$ cat src/usm_pkg.sv
// usm_pkg: shared constants for the uart switch matrix
// assumes a single 125 MHz reference clock
package usm_pkg;
    localparam int unsigned CHANNELS      = 16;
    localparam int unsigned CLK_MHZ       = 125;
    localparam int unsigned PULSE_SHORT_MS = 300;
    localparam int unsigned PULSE_LONG_MS  = 500;
    localparam int unsigned CYC_PER_MS    = CLK_MHZ * 1000;
    localparam int unsigned PULSE_SHORT_CYC = PULSE_SHORT_MS * CYC_PER_MS;
    localparam int unsigned PULSE_LONG_CYC  = PULSE_LONG_MS * CYC_PER_MS;
    localparam int unsigned CNT_W         = 27;
    localparam logic [1:0]  MODE_OFF      = 2'h0;
    localparam logic [1:0]  MODE_NORMAL   = 2'h1;
    localparam logic [1:0]  MODE_TRIM     = 2'h2;
    localparam logic [1:0]  MODE_LOOP     = 2'h3;
    localparam logic        IDLE_LEVEL    = 1'h1;
    localparam logic        RST_N_INACT   = 1'h1;
    typedef enum logic [1:0] {USM_P_IDLE, USM_P_RUN} usm_pstate_t;
endpackage

$ cat src/usm_switch_matrix.sv
// usm_switch_matrix: uart routing, supply switching, device reset and calibration pulse
// assumes controller writes arrive synchronous to ref_clk; uart pins pass combinationally
`timescale 1ns/1ps
`default_nettype none
module usm_switch_matrix #(
    parameter int unsigned N         = usm_pkg::CHANNELS,
    parameter int unsigned SHORT_CYC = usm_pkg::PULSE_SHORT_CYC,
    parameter int unsigned LONG_CYC  = usm_pkg::PULSE_LONG_CYC
) (
    // clock and reset
    input  wire logic         ref_clk,
    input  wire logic         rstn,
    // controller write port
    input  wire logic         cmd_we,
    input  wire logic [3:0]   cmd_chan,
    input  wire logic [1:0]   cmd_mode,
    input  wire logic         cmd_supply,
    input  wire logic         cmd_prog_supply,
    input  wire logic         cmd_reset,
    input  wire logic         pulse_start,
    input  wire logic         pulse_long,
    // status
    output logic              pulse_busy,
    // host side uart
    input  wire logic [N-1:0] host_tx,
    output logic [N-1:0]      host_rx,
    // device side
    input  wire logic [N-1:0] dev_tx,
    output logic [N-1:0]      dev_rx,
    output logic [N-1:0]      dev_cal_pulse,
    output logic [N-1:0]      dev_supply_en,
    output logic [N-1:0]      dev_prog_en,
    output logic [N-1:0]      dev_rst_n
);
    logic [1:0]   mode_q [N];
    logic [1:0]   mode_d [N];
    logic [N-1:0] sup_q, sup_d, prog_q, prog_d, rst_q, rst_d;
    usm_pkg::usm_pstate_t ps_q, ps_d;
    logic [usm_pkg::CNT_W-1:0] cnt_q, cnt_d;
    logic         pulse_q, pulse_d;

    // one register group per control plane; channels written one at a time
    always_comb begin
        for (int i = 0; i < N; i++) begin
            mode_d[i] = mode_q[i];
        end
        sup_d  = sup_q;
        prog_d = prog_q;
        rst_d  = rst_q;
        if (cmd_we) begin
            mode_d[cmd_chan] = cmd_mode;
            sup_d[cmd_chan]  = cmd_supply;
            prog_d[cmd_chan] = cmd_prog_supply;
            rst_d[cmd_chan]  = cmd_reset;
        end
    end

    always_ff @(posedge ref_clk or negedge rstn) begin
        if (!rstn) begin
            for (int i = 0; i < N; i++) begin
                mode_q[i] <= usm_pkg::MODE_OFF;
            end
            sup_q  <= '0;
            prog_q <= '0;
            rst_q  <= '0;
        end else begin
            for (int i = 0; i < N; i++) begin
                mode_q[i] <= mode_d[i];
            end
            sup_q  <= sup_d;
            prog_q <= prog_d;
            rst_q  <= rst_d;
        end
    end

    // pulse timer shared by all channels, so every trimmed device sees the same edge
    always_comb begin
        ps_d    = ps_q;
        cnt_d   = cnt_q;
        pulse_d = pulse_q;
        unique case (ps_q)
            usm_pkg::USM_P_IDLE: begin
                pulse_d = 1'h0;
                if (pulse_start) begin
                    ps_d    = usm_pkg::USM_P_RUN;
                    cnt_d   = pulse_long ? usm_pkg::CNT_W'(LONG_CYC - 1) : usm_pkg::CNT_W'(SHORT_CYC - 1);
                    pulse_d = 1'h1;
                end
            end
            usm_pkg::USM_P_RUN: begin
                if (cnt_q == '0) begin
                    ps_d    = usm_pkg::USM_P_IDLE;
                    pulse_d = 1'h0;
                end else begin
                    cnt_d = cnt_q - 1'h1;
                end
            end
            default: begin
                ps_d    = usm_pkg::USM_P_IDLE;
                pulse_d = 1'h0;
            end
        endcase
    end

    always_ff @(posedge ref_clk or negedge rstn) begin
        if (!rstn) begin
            ps_q    <= usm_pkg::USM_P_IDLE;
            cnt_q   <= '0;
            pulse_q <= 1'h0;
        end else begin
            ps_q    <= ps_d;
            cnt_q   <= cnt_d;
            pulse_q <= pulse_d;
        end
    end

    assign pulse_busy = pulse_q;

    // watch-only: length of the running pulse and the length chosen when it started
    logic [usm_pkg::CNT_W-1:0] len_q, len_d;
    logic                      sel_long_q, sel_long_d;

    always_comb begin
        len_d      = pulse_q ? len_q + 1'h1 : '0;
        sel_long_d = (!pulse_q && pulse_start) ? pulse_long : sel_long_q;
    end

    always_ff @(posedge ref_clk or negedge rstn) begin
        if (!rstn) begin
            len_q      <= '0;
            sel_long_q <= 1'h0;
        end else begin
            len_q      <= len_d;
            sel_long_q <= sel_long_d;
        end
    end

    // routing is combinational so uart bit timing is untouched by the clock
    always_comb begin
        for (int i = 0; i < N; i++) begin
            host_rx[i]       = usm_pkg::IDLE_LEVEL;
            dev_rx[i]        = usm_pkg::IDLE_LEVEL;
            dev_cal_pulse[i] = 1'h0;
            if (sup_q[i]) begin
                unique case (mode_q[i])
                    usm_pkg::MODE_NORMAL: begin
                        dev_rx[i]  = host_tx[i];
                        host_rx[i] = dev_tx[i];
                    end
                    usm_pkg::MODE_TRIM: begin
                        dev_rx[i]        = pulse_q;
                        dev_cal_pulse[i] = pulse_q;
                        host_rx[i]       = dev_tx[i];
                    end
                    usm_pkg::MODE_LOOP: begin
                        host_rx[i] = host_tx[i];
                    end
                    usm_pkg::MODE_OFF: begin
                        host_rx[i] = usm_pkg::IDLE_LEVEL;
                    end
                endcase
            end
        end
    end

    assign dev_supply_en = sup_q;
    assign dev_prog_en   = prog_q & sup_q;
    assign dev_rst_n     = ~rst_q;

    property p_prog_gate;
        @(posedge ref_clk) disable iff (!rstn) (cmd_we && !cmd_supply) |=> !dev_prog_en[$past(cmd_chan)];
    endproperty
    a_prog_gate: assert property (p_prog_gate) else $error("prog supply on without device supply");

    property p_cut_when_off;
        @(posedge ref_clk) disable iff (!rstn) !(|(~sup_q & (~host_rx | ~dev_rx | dev_cal_pulse)));
    endproperty
    a_cut_when_off: assert property (p_cut_when_off) else $error("uart not cut with supply off");

    property p_supply_write;
        @(posedge ref_clk) disable iff (!rstn) cmd_we |=> dev_supply_en[$past(cmd_chan)] == $past(cmd_supply);
    endproperty
    a_supply_write: assert property (p_supply_write) else $error("supply write not applied");

    property p_reset_write;
        @(posedge ref_clk) disable iff (!rstn) cmd_we |=> dev_rst_n[$past(cmd_chan)] == !$past(cmd_reset);
    endproperty
    a_reset_write: assert property (p_reset_write) else $error("reset write not applied");

    property p_pulse_rise;
        @(posedge ref_clk) disable iff (!rstn) (!pulse_q && pulse_start) |=> pulse_q;
    endproperty
    a_pulse_rise: assert property (p_pulse_rise) else $error("pulse did not start");

    property p_pulse_hold;
        @(posedge ref_clk) disable iff (!rstn) $rose(pulse_q) |-> pulse_q [*8];
    endproperty
    a_pulse_hold: assert property (p_pulse_hold) else $error("pulse ended too early");

    // counted independently of the down counter, so a wrong reload or a restart shows up
    property p_pulse_len;
        @(posedge ref_clk) disable iff (!rstn) $fell(pulse_q)
            |-> len_q == (sel_long_q ? usm_pkg::CNT_W'(LONG_CYC) : usm_pkg::CNT_W'(SHORT_CYC));
    endproperty
    a_pulse_len: assert property (p_pulse_len) else $error("pulse length differs from selection");

    // every channel is watched, since the bench exercises modes on scattered channels
    for (genvar g = 0; g < N; g++) begin : g_route_chk
        property p_normal_route;
            @(posedge ref_clk) disable iff (!rstn) (sup_q[g] && mode_q[g] == usm_pkg::MODE_NORMAL)
                |-> dev_rx[g] == host_tx[g] && host_rx[g] == dev_tx[g];
        endproperty
        a_normal_route: assert property (p_normal_route) else $error("normal route broken");

        property p_trim_route;
            @(posedge ref_clk) disable iff (!rstn) (sup_q[g] && mode_q[g] == usm_pkg::MODE_TRIM)
                |-> dev_rx[g] == pulse_busy && dev_cal_pulse[g] == pulse_busy && host_rx[g] == dev_tx[g];
        endproperty
        a_trim_route: assert property (p_trim_route) else $error("trim route broken");

        property p_loop_route;
            @(posedge ref_clk) disable iff (!rstn) (sup_q[g] && mode_q[g] == usm_pkg::MODE_LOOP)
                |-> host_rx[g] == host_tx[g] && dev_rx[g];
        endproperty
        a_loop_route: assert property (p_loop_route) else $error("loopback route broken");
    end
endmodule
`default_nettype wire

$ cat config.mk
export PLATFORM = sky130hd
export DESIGN_NAME = usm_switch_matrix
export DESIGN_NICKNAME = d
export VERILOG_FILES = /design/src/usm_pkg.sv /design/src/usm_switch_matrix.sv
export SDC_FILE = /design/constraint.sdc
export NUM_CORES = 1
export LEC_CHECK = 0
export ABC_AREA = 1
export BUFFER_PORTS_ARGS = -buffer_cell sky130_fd_sc_hd__buf_2
export CAP_MARGIN = 25
export CORE_ASPECT_RATIO = 1.2
export CORE_MARGIN = 8
export CORE_UTILIZATION = 30
export CTS_CLUSTER_SIZE = 8
export DETAILED_ROUTE_END_ITERATION = 16
export PLACE_DENSITY_LB_ADDON = 0.15
export SETUP_SLACK_MARGIN = 0.05
export SLEW_MARGIN = 15
export SYNTH_ARGS = -nofsm -noshare
export SYNTH_HDL_FRONTEND = slang
export SYNTH_SLANG_ARGS = --single-unit
export TNS_END_PERCENT = 100
$ cat constraint.sdc
create_clock -name ref_clk -period 4 [get_ports ref_clk]
set_input_delay 0.8 -clock ref_clk [delete_from_list [all_inputs] [get_ports ref_clk]]
set_output_delay 0.8 -clock ref_clk [all_outputs]
set_load 0.05 [all_outputs]
; ---- Word level (Yosys, flattened, before mapping)
; Index checks and enable logic that the tools add are counted.
[op_classes]
n_reduce_logical = 39
shift = 0
n_eq_ne = 52
div = 0
bitwise_logic = 3
n_addsub = 1
mul = 0
mux = 114
n_lt_le_gt_ge = 4
[ops]
columns = operator, n
row1 = two-way mux 1 bit, 67
row2 = "== test 2 bit, second input constant", 32
row3 = two-way mux 27 bit, 2
row4 = case mux 27 bit (2 select lines), 1
row5 = bitwise mux 16 bit, 3
row6 = case mux 1 bit (3 select lines), 16
row7 = "== test 2 x 1 -> 1 bit, second input constant", 17
row8 = zero test 2 bit, 17
row9 = case mux 1 bit (2 select lines), 17
row10 = bitwise mux 32 bit, 1
row11 = OR reduction 2 bit, 16
row12 = zero test 27 bit, 1
row13 = "subtractor 27 x 1 -> 27 bit, second input constant", 1
row14 = two-way mux 25 bit, 1
row15 = AND 16 bit, 1
row16 = NOT 16 bit, 1
row17 = demux 2 bit (select 4 bit), 1
row18 = two-way mux 2 bit, 3
row19 = "inequality test 2 bit, second input constant", 3
row20 = ">= comparator 5 bit, second input constant", 1
row21 = "less-than comparator 4 x 5 -> 1 bit, second input constant", 1
row22 = "less-than comparator 5 x 1 -> 1 bit, second input constant", 1
row23 = NOT 4 -> 5 bit, 1
row24 = demux 1 bit (select 4 bit), 1
row25 = 6 further kinds, 7
[word_totals]
n_memories = 0
ram_bits = 0
latch_bits = 0
romBits = 0
register_bits = 110
inputBits = 46
wordCells = 235

; ---- Logic depth before layout (Yosys ltp)
; Gate-level depths: netlist (run 1).
[depth]
word_depth = 6
ltp_mapped = 11
mapped_depth_nobuf = 11

; ---- Least setup slack after synthesis (run 1)
; No wires, ideal clock.
[synth_path]
path_kind = flip-flop to output port
startpoint = register pulse_q (netlist: pulse_busy)
endpoint = output dev_cal_pulse[10]
slack_ns = 1.082
t_arrival_ns = 2.118
stages_incl_launch_ff = 3
t_required_ns = 3.200
path_cell_list = dfrtp_1 > clkinv_1 > nor3_1
[synth_between]
elab_chain_len = 2
[synth_rtl]
columns = element, line_no
row1 = start: declaration, usm_switch_matrix.sv:40  ; logic pulse_q, pulse_d;
row2 = start signal: assignment, usm_switch_matrix.sv:113  ; pulse_q <= pulse_d;
row3 = two-way mux 1 bit, usm_switch_matrix.sv:145  ; unique case (mode_q[i])
row4 = two-way mux 1 bit, usm_switch_matrix.sv:144  ; if (sup_q[i]) begin
row5 = end: declaration, usm_switch_matrix.sv:30  ; output logic [N-1:0] dev_cal_pulse,
; Every way passes these cells.

; ---- Worst setup path after layout (run 1)
[layout_path]
startpoint = register pulse_q (netlist: pulse_busy)
endpoint = output dev_rx[8]
[layout_between]
elab_chain_len = 2
[layout_rtl]
columns = element, line_no
row1 = case mux 1 bit (2 select lines), usm_switch_matrix.sv:145
row2 = two-way mux 1 bit, usm_switch_matrix.sv:144
row3 = end: declaration, usm_switch_matrix.sv:29  ; output logic [N-1:0] dev_rx,
; Every way passes these cells.

==> impl_metrics.py, run 1 <==
metrics = {
    "outcome": {
        "outcome": "finished clean",
    },
    "clocking": {
        "cts.hold.buffers_added": 0,
        "ctsResizeCount": 0,
        "clock_path_buffers": 2,
        "cts_tree": "built",
        "clk_pin_slew_ns": 0.07,
        "clock_latency_ns": 0.36,
        "cts.htree.levels": 3,
        "root_buffer": "clkbuf_16",
        "cts_buffers": 9,
        "cts_setup_buffers": 0,
        "clock-sinks": 109,
    },
    "synthesis": {
        "synth_top_area_share_pct": 40.5,
        "synth.avg_cell_area_sq_um": 7.76,
        "synth_flop_cell": "dfrtp_1",
        "synth_commonest_cells": "nand2_1, inv_1, dfrtp_1",
        "synth_edf_count": 0,
        "async_reset_ff_share_pct": 100,
        "synth-seq-cells": 109,
        "ys_seq_area_share_pct": 40.5,
        "synth_area_sq_mm": 0.00674,
        "synth_nets": 979,
        "synth_largest_area_cell": "dfrtp_1",
        "syn_inst": 868,
        "ys_types": 33,
        "synth_most_common_cell": "nand2_1",
        "ys_warn_count": 0,
        "netlist_top_cells_area": "dfrtp_1, nand2_1, ha_1",
    },
    "global_route": {
        "overflow": 0,
        "grt_use_total_pct": 13.6,
        "grt_pass1_wl_mm": 30.5,
        "grt_pass1_vias": 5824,
        "grt_max_degree": 66,
        "grt_antenna_before_repair": 0,
    },
    "power_and_ir_drop": {
        "cellPowerDensity_mw_per_mm2": 481,
        "vdd_ir_drop_max_mv": 0.185,
        "p_leak_nw": 4.33,
    },
    "final_layout": {
        "stdcell_count": 1295,
        "layout-drive-gt1-share_pct": 19.2,
        "diodes": 0,
        "fin_nets": 1122,
        "stdcell_area_sq_mm": 0.00806,
        "syn_to_final_growth_pct": 19.6,
        "nFillCells": 2421,
    },
    "drt": {
        "drc": 0,
        "wl_mm": 18.5,
        "wl_per_cell_microns": 14.3,
        "first_iter_violations": 228,
        "vias": 5874,
        "vias_per_cell": 4.54,
        "ant_nets": 0,
        "dr.pass1.iters": 4,
    },
    "placement": {
        "placed_area_sq_mm": 0.00775,
        "routabilityCongestion": 0.799,
        "dp_hpwl_mm": 14.0,
        "port-buffer-count": 142,
        "place_inst": 1279,
    },
    "sta": {
        "fin_crit_ns": 3.08,
        "tightestPinTransition_ns": 0.876,
        "period_share_pct": 76.9,
        "slew_violations": 0,
        "rsz0062_at_grt": "no",
        "maxSlewHeadroom_pct": 41.6,
        "setup_violations": 0,
        "hold_violations": 0,
        "fmax_ghz": 0.325,
        "clock_skew_ns": 0.00554,
        "setup_tns_ns": 0,
    },
    "worst_hold_path": {
        "holdPathStages": 2,
        "worst_hold_startpoint": "rst_q[7]",
        "hp-class": "reg2reg",
        "holdPathEnd": "rst_q[7]",
    },
    "die": {
        "io_pins": 143,
        "num_rows": 60,
        "core_area_sq_mm": 0.0222,
        "dieWidth_microns": 153,
        "dieArea_sq_mm": 0.0275,
        "initial_utilization_pct": 30.3,
        "die_y_microns": 180,
    },
    "critical_path": {
        "critPathCaptureType": "primary output",
        "regToRegEndpoint": "cnt_q[20]",
        "criticalPathCategory": "reg2out",
        "crit_family": "buffers and inverters",
        "crit_buf_inv": 2,
        "reg2reg_slack_ns": 2.01,
        "timing.rr.start": "cnt_q[0]",
        "rr_worst_depth": 9,
        "worst_ep_required_time_ns": 3.20,
        "cp_slowest_cell": "dfrtp_1",
        "critPathLaunchType": "register",
        "path_cells": "clkinv_1 > o211ai_1 > buf_2",
        "critPathArrivalTime_ns": 2.28,
        "cpPeakStageDelay_ns": 0.79,
        "crit_fanout": 14,
    },
    "flow_run": {
        "drv_cap": 0,
    },
}
-- cells by family (layout without fill, tap and decap cells) --
family                   Yosys count  count (layout)  synth area share [%]
AO/OA/AOI/OAI                    162             162                  12.9
buffers and inverters            151             299                  8.93
adder cells (fa/ha/maj)           65              65                  12.1
XOR/XNOR                           5               5                 0.650
flip-flops                       109             109                  40.5
AND/OR/NAND/NOR                  376             376                  25.0
-- worst reg2reg max path, cell delays in order, from the launching register on --
cell     delay, ns
dfrtp_1       0.37
inv_1         0.10
ha_1          0.28
nand2_4       0.11
nor2_8        0.20
nand2_4       0.09
o21ai_4       0.26
nand2_4       0.25
nand2_1       0.16
o21ai_2       0.06
-- registers in the layout, summed over array words and instances (netlist names) --
name	flops
cnt_q	27
dev_supply_en	16
mode_q	32
prog_q	16
ps_q	1
pulse_busy	1
rst_q	16
-- worst max-delay path by stage --
| stage | from | to | cells past startpoint |
|---|---|---|---|
| after floorplan | pulse_busy | dev_cal_pulse[10] | 2 |
| after global placement | pulse_busy | dev_rx[11] | 3 |
| after detailed placement | pulse_busy | dev_rx[9] | 3 |
| after CTS | pulse_busy | dev_rx[9] | 3 |
| after global routing | pulse_busy | dev_rx[8] | 3 |
| final | pulse_busy | dev_rx[8] | 3 |
-- power by group --
group | total (mW) | switching (mW) | internal (mW) | leakage [nW]
logic | 1.50 | 1.13 | 0.379 | 2.83
clock network | 0.941 | 0.442 | 0.499 | 0.151
registers | 1.43 | 0.159 | 1.27 | 1.34
total | 3.88 | 1.73 | 2.15 | 4.33
-- metrics by stage --
stage,setup WS (ns),utilization [%],power [mW],hold WS (ns)
global route,0.730,36.3,4.14,0.517
global placement,1.28,34.9,2.97,0.466
CTS,0.773,36.3,3.93,0.492
detailed placement,1.17,34.9,2.98,0.473
floorplan,1.08,-,2.56,0.453
finish,0.924,36.3,3.88,0.491
-- cell usage in the layout, fill, tap and decap left out, types with 2 or more instances in the layout --
master     netlist  layout
nand2_2          7       7
nand2_1        226     226
o21ai_2          6       6
clkbuf_16        0       9
nand4_1          7       7
dfrtp_1        109     109
buf_4            0       2
inv_1          136     136
a21oi_1         44      44
o211ai_1         8       8
o21ai_1          9       9
nor2_1          60      60
nand3b_1         5       5
nor2_8           3       3
nor2_2           4       4
ha_1            65      65
xor2_1           4       4
o21ai_0         93      93
buf_2            1     141
nand3_1         42      42
nand2_4          5       5
clkinv_4         0       3
nor3_1           9       9
inv_8            0       2
nor2_4           5       5
inv_2            2       2
-- area by class of cell --
cell class | count | area (sq um) | share of cell area, %
Clock buffer | 10 | 229 | 2.84
Inverter | 139 | 522 | 6.48
Sequential cell | 109 | 2730 | 33.9
Multi-Input combinational cell | 608 | 3410 | 42.3
Timing Repair Buffer | 144 | 741 | 9.20
Clock inverter | 6 | 78.8 | 0.979
Tap cell | 279 | 349 | 4.33
-- metal layers --
metal  global-route usage [%]  wire length, microns  up-vias
met5                        0                     0        -
met4                     3.49                   212        0
met1                     16.1                  8210     2717
li1                         -                     -     3036
met2                     24.5                  9230      108
met3                     2.86                   840       13
Note: power is estimated with default switching activity, not from simulation.
==> run 2, diff against run 1 <==
==> constraint.sdc (replaced) <==
create_clock -name ref_clk -period 3.1 [get_ports ref_clk]
set_input_delay 0.62 -clock ref_clk [delete_from_list [all_inputs] [get_ports ref_clk]]
set_output_delay 0.62 -clock ref_clk [all_outputs]
set_load 0.05 [all_outputs]
==> run 2 against run 1 <==
  * Cell area shrank 0.11%
  * Clock power is 21% higher
  * Wire length increased by 0.16%
  * Register-to-register slack worse by 0.84 ns
  * Global-route usage up 0.16 points
  * Via count is 0.49% lower
  * Clock skew about the same
  * Combinational power is 29% higher
  * Cell count rose by 0.15%
  * Critical path type unchanged
  * Critical endpoint unchanged
  * Largest power group unchanged
==> impl_metrics.py, run 2 (synthesized netlist as in run 1, its figures left out) <==
metrics = {
    "outcome": {
        "outcome": "finished clean",
    },
    "sta": {
        "setup_violations": 0,
        "tightestPinTransition_ns": 0.654,
        "slew_violations": 0,
        "clock_skew_ns": 0.00590,
        "fin_crit_ns": 2.26,
        "rsz0062_at_grt": "no",
        "period_share_pct": 72.9,
        "setup_tns_ns": 0,
        "hold_violations": 0,
        "maxSlewHeadroom_pct": 56.4,
        "fmax_ghz": 0.443,
    },
    "critical_path": {
        "timing.rr.start": "cnt_q[0]",
        "path_cells": "inv_1 > ha_1 > inv_1 > a21oi_1 > o211ai_1 > buf_2",
        "critPathLaunchType": "register",
        "crit_fanout": 4,
        "reg2reg_slack_ns": 1.17,
        "cp_slowest_cell": "dfrtp_1",
        "cp_num_cells": 6,
        "cp-endpoint": "dev_rx[8]",
        "regToRegEndpoint": "cnt_q[20]",
        "crit_path_frequent_cell": "inv_1",
        "cpPeakStageDelay_ns": 0.41,
        "rr_worst_depth": 9,
        "crit_buf_inv": 3,
        "critPathCaptureType": "primary output",
        "criticalPathCategory": "reg2out",
        "crit_family": "buffers and inverters",
        "critPathArrivalTime_ns": 1.64,
        "startpoint": "mode_q[14]",
        "worst_ep_required_time_ns": 2.48,
    },
    "clocking": {
        "root_buffer": "clkbuf_16",
        "cts_buffers": 9,
        "clock_path_buffers": 2,
        "clk_pin_slew_ns": 0.07,
        "cts.htree.levels": 3,
        "clock_latency_ns": 0.35,
        "clock-sinks": 109,
        "cts.hold.buffers_added": 0,
        "cts_setup_buffers": 0,
        "ctsResizeCount": 0,
        "cts_tree": "built",
    },
    "final_layout": {
        "stdcell_count": 1297,
        "nFillCells": 2434,
        "largest_register": "mode_q",
        "final_cell_mix": "nand2_1, buf_2, inv_1",
        "largest_reg_flops": 32,
        "layout-drive-gt1-share_pct": 19.4,
        "syn_to_final_growth_pct": 19.4,
        "reg_top3": "mode_q x32, cnt_q x27",
        "fin_nets": 1124,
        "final_common_cell": "nand2_1",
    },
    "drt": {
        "wl_per_cell_microns": 14.3,
        "vias": 5845,
        "first_iter_violations": 313,
        "wl_mm": 18.5,
        "vias_per_cell": 4.51,
        "dr.pass1.iters": 5,
        "ant_nets": 0,
        "drc": 0,
    },
    "die": {
        "num_rows": 60,
        "initial_utilization_pct": 30.3,
        "dieArea_sq_mm": 0.0275,
        "io_pins": 143,
        "core_area_sq_mm": 0.0222,
        "dieWidth_microns": 153,
        "die_y_microns": 180,
    },
    "placement": {
        "dp_hpwl_mm": 14.3,
        "place_inst": 1281,
        "routabilityCongestion": 0.854,
        "port-buffer-count": 142,
    },
    "worst_hold_path": {
        "hp-class": "in2async",
    },
    "power_and_ir_drop": {
        "design_power_total_mw": 4.92,
        "cellPowerDensity_mw_per_mm2": 612,
        "p_leak_nw": 4.32,
        "vdd_ir_drop_max_mv": 0.280,
    },
    "global_route": {
        "overflow": 0,
        "grt_use_total_pct": 13.8,
        "grt_max_degree": 48,
        "grt_pass1_vias": 5961,
        "grt_antenna_before_repair": 0,
        "grt_pass1_wl_mm": 30.9,
    },
    "flow_run": {
        "drv_cap": 0,
    },
}
==> run 2: worst min path at each step <==
stage / startpoint / endpoint / slack (ns)
finish: rstn / cnt_q[15] / 0.29
global route: rstn / cnt_q[15] / 0.34
CTS: rstn / cnt_q[15] / 0.31
detailed placement: prog_q[9] / prog_q[9] / 0.47
global placement: rst_q[2] / rst_q[2] / 0.47
floorplan: rstn / cnt_q[0] / 0.32
==> run 2: where the power goes <==
group          switching, mW  total, mW  internal, mW  leakage [nW]
logic                   1.45       1.94         0.490          2.84
registers              0.209       1.85          1.64          1.34
clock network          0.576       1.14         0.559         0.136
total                   2.23       4.92          2.69          4.32
==> run 2: area by class of cell <==
type,count,area (sq um),area share [%]
clock buffers,9,225,2.80
clock inverters,6,56.3,0.700
diodes,1,2.50,0.0311
inverters,139,522,6.48
multi-input cells,608,3410,42.4
well taps,279,349,4.34
repair buffers,146,756,9.39
flip-flops and latches,109,2730,33.9
==> run 2: metrics by stage <==
stage	setup slack [ns]	util (%)	hold WS, ns	instance area (sq um)
floorplan	0.362	-	0.324	6740
global placement	1.14	34.9	0.466	7760
CTS	0.801	36.2	0.309	8040
finish	0.841	36.2	0.288	8050
global route	0.678	36.2	0.335	8040
detailed placement	1.12	34.9	0.473	7760
==> run 2: per-layer routing <==
layer / up-vias / wire length, microns / track usage [%] / share of wire [%]
met2: 99 / 9240 / 24.5 / 50
met5: - / 0 / 0 / 0
met1: 2700 / 8310 / 16.5 / 45
met4: 0 / 183 / 3.81 / 0.99
met3: 12 / 786 / 2.71 / 4.2
li1: 3034 / - / - / -
==> run 3, diff against run 2 <==
==> constraint.sdc (replaced) <==
create_clock -name ref_clk -period 2.2 [get_ports ref_clk]
set_input_delay 0.44 -clock ref_clk [delete_from_list [all_inputs] [get_ports ref_clk]]
set_output_delay 0.44 -clock ref_clk [all_outputs]
set_load 0.05 [all_outputs]
==> run 3 against run 2 <==
  * Utilization rose by 1.0 points
  * Wire length rose by 0.72%
  * Total power rose by 46%
==> impl_metrics.py, run 3 (synthesized netlist as in run 1, its figures left out) <==
metrics = {
    "critical_path": {
        "regToRegEndpoint": "cnt_q[20]",
        "criticalPathCategory": "reg2out",
        "crit_fanout": 4,
        "rr_worst_depth": 9,
        "worst_ep_required_time_ns": 1.76,
        "critPathLaunchType": "register",
        "critPathCaptureType": "primary output",
        "timing.rr.start": "cnt_q[0]",
        "critPathArrivalTime_ns": 1.61,
        "reg2reg_slack_ns": 0.24,
    },
    "die": {
        "initial_utilization_pct": 30.3,
        "dieWidth_microns": 153,
        "die_y_microns": 180,
        "core_area_sq_mm": 0.0222,
        "io_pins": 143,
        "num_rows": 60,
        "dieArea_sq_mm": 0.0275,
    },
    "global_route": {
        "grt_max_degree": 43,
        "grt_pass1_wl_mm": 30.6,
        "overflow": 0,
        "grt_antenna_before_repair": 0,
        "grt_pass1_vias": 5811,
        "grt_use_total_pct": 13.6,
    },
    "worst_hold_path": {
        "hp-class": "in2async",
    },
    "sta": {
        "fin_ws_ns": 0.150,
        "hold_violations": 0,
        "period_share_pct": 93.2,
        "clock_skew_ns": 0.00459,
        "hold_slack_ns": 0.0418,
        "fmax_ghz": 0.488,
        "fin_crit_ns": 2.05,
        "slew_violations": 0,
        "setup_tns_ns": 0,
        "setup_violations": 0,
        "rsz0062_at_grt": "yes",
        "tightestPinTransition_ns": 0.645,
        "maxSlewHeadroom_pct": 57.0,
    },
    "final_layout": {
        "layout-drive-gt1-share_pct": 21.0,
        "syn_to_final_growth_pct": 22.7,
        "stdcell_area_sq_mm": 0.00827,
        "final_cell_mix": "nand2_1, inv_1, buf_2",
        "nFillCells": 2355,
        "finish.utilization_pct": 37.2,
        "fin_nets": 1141,
        "reg_top3": "mode_q x32, cnt_q x27",
        "diodes": 0,
        "largest_reg_flops": 32,
        "largest_register": "mode_q",
        "final_common_cell": "nand2_1",
    },
    "clocking": {
        "cts.hold.buffers_added": 0,
        "clk_pin_slew_ns": 0.08,
        "clock_latency_ns": 0.35,
        "clock_path_buffers": 2,
        "clock-sinks": 109,
        "root_buffer": "clkbuf_16",
        "cts_buffers": 9,
        "cts.htree.levels": 3,
        "cts_tree": "built",
    },
    "placement": {
        "dp_hpwl_mm": 14.2,
        "dp_slack_ns": 0.248,
        "routabilityCongestion": 0.794,
        "port-buffer-count": 142,
        "placed_area_sq_mm": 0.00778,
    },
    "power_and_ir_drop": {
        "switching_share_pct": 43.7,
        "p_leak_nw": 4.44,
        "power_switching_mw": 3.15,
        "pwr-share-clk_pct": 23.7,
        "power_frac_comb_pct": 40.3,
        "seq_power_share_pct": 36.0,
        "p_int_mw": 4.05,
        "vdd_ir_drop_max_mv": 0.340,
        "cellPowerDensity_mw_per_mm2": 871,
    },
    "drt": {
        "vias_per_cell": 4.48,
        "first_iter_violations": 298,
        "ant_nets": 0,
        "wl_per_cell_microns": 14.2,
        "wl_mm": 18.6,
        "vias": 5878,
        "dr.pass1.iters": 4,
        "drc": 0,
    },
    "outcome": {
        "outcome": "finished clean",
    },
    "flow_run": {
        "drv_cap": 0,
    },
}
==> run 3: timing repair <==
item | 4_1_cts | 5_1_grt
endpoints found under the setup margin | 0 | 16
resized for setup | 0 | 20
buffers inserted | 0 | 17
==> run 3: how the worst max path moves through the flow <==
| stage | start | to | slack [ns] | depth (start not counted) |
|---|---|---|---|---|
| after global placement | cnt_q[0] | cnt_q[20] | 0.28 | 9 |
| after CTS | mode_q[13] | dev_rx[9] | 0.07 | 6 |
| after floorplan | pulse_busy | dev_cal_pulse[10] | -0.15 | 2 |
| after detailed placement | cnt_q[0] | cnt_q[20] | 0.25 | 9 |
| final | mode_q[20] | dev_rx[5] | 0.15 | 6 |
| after global routing | mode_q[15] | dev_rx[8] | 0.02 | 6 |
==> run 3: worst max-delay path, cell delays in order (launching register included) <==
cell	delay [ns]
dfrtp_1	0.39
inv_1	0.08
ha_1	0.31
inv_1	0.05
a21oi_1	0.12
nand3_1	0.08
buf_2	0.22
==> run 3: per-layer routing <==
| metal | track usage (%) | vias to the layer above | wire, microns |
|---|---|---|---|
| met5 | 0 | - | 0 |
| li1 | - | 3075 | - |
| met3 | 2.28 | 13 | 649 |
| met4 | 3.81 | 0 | 201 |
| met1 | 16.9 | 2695 | 8680 |
| met2 | 23.8 | 95 | 9120 |
==> run 3: cell type report <==
class / count / area, sq um / share of cell area [%]
Multi-Input combinational cell: 608 / 3430 / 41.5
Sequential cell: 109 / 2730 / 33.0
Timing Repair Buffer: 163 / 927 / 11.2
Inverter: 139 / 522 / 6.31
Tap cell: 279 / 349 / 4.22
Clock buffer: 10 / 239 / 2.89
Clock inverter: 5 / 68.8 / 0.832
==> run 3: stage by stage <==
stage               total power [mW]  cells
finish                          7.20   1313
global route                    7.70   1313
CTS                             7.16   1296
detailed placement              5.42   1281
global placement                5.40   1281
floorplan                       4.67    868
==> run 3: power by group through the flow <==
stage	Combinational, mW	Clock, mW	Sequential, mW
global placement	2.76	0	2.64
CTS	2.78	1.77	2.61
global route	3.20	1.86	2.64
finish	2.90	1.71	2.59
floorplan	1.89	0	2.78
detailed placement	2.78	0	2.65
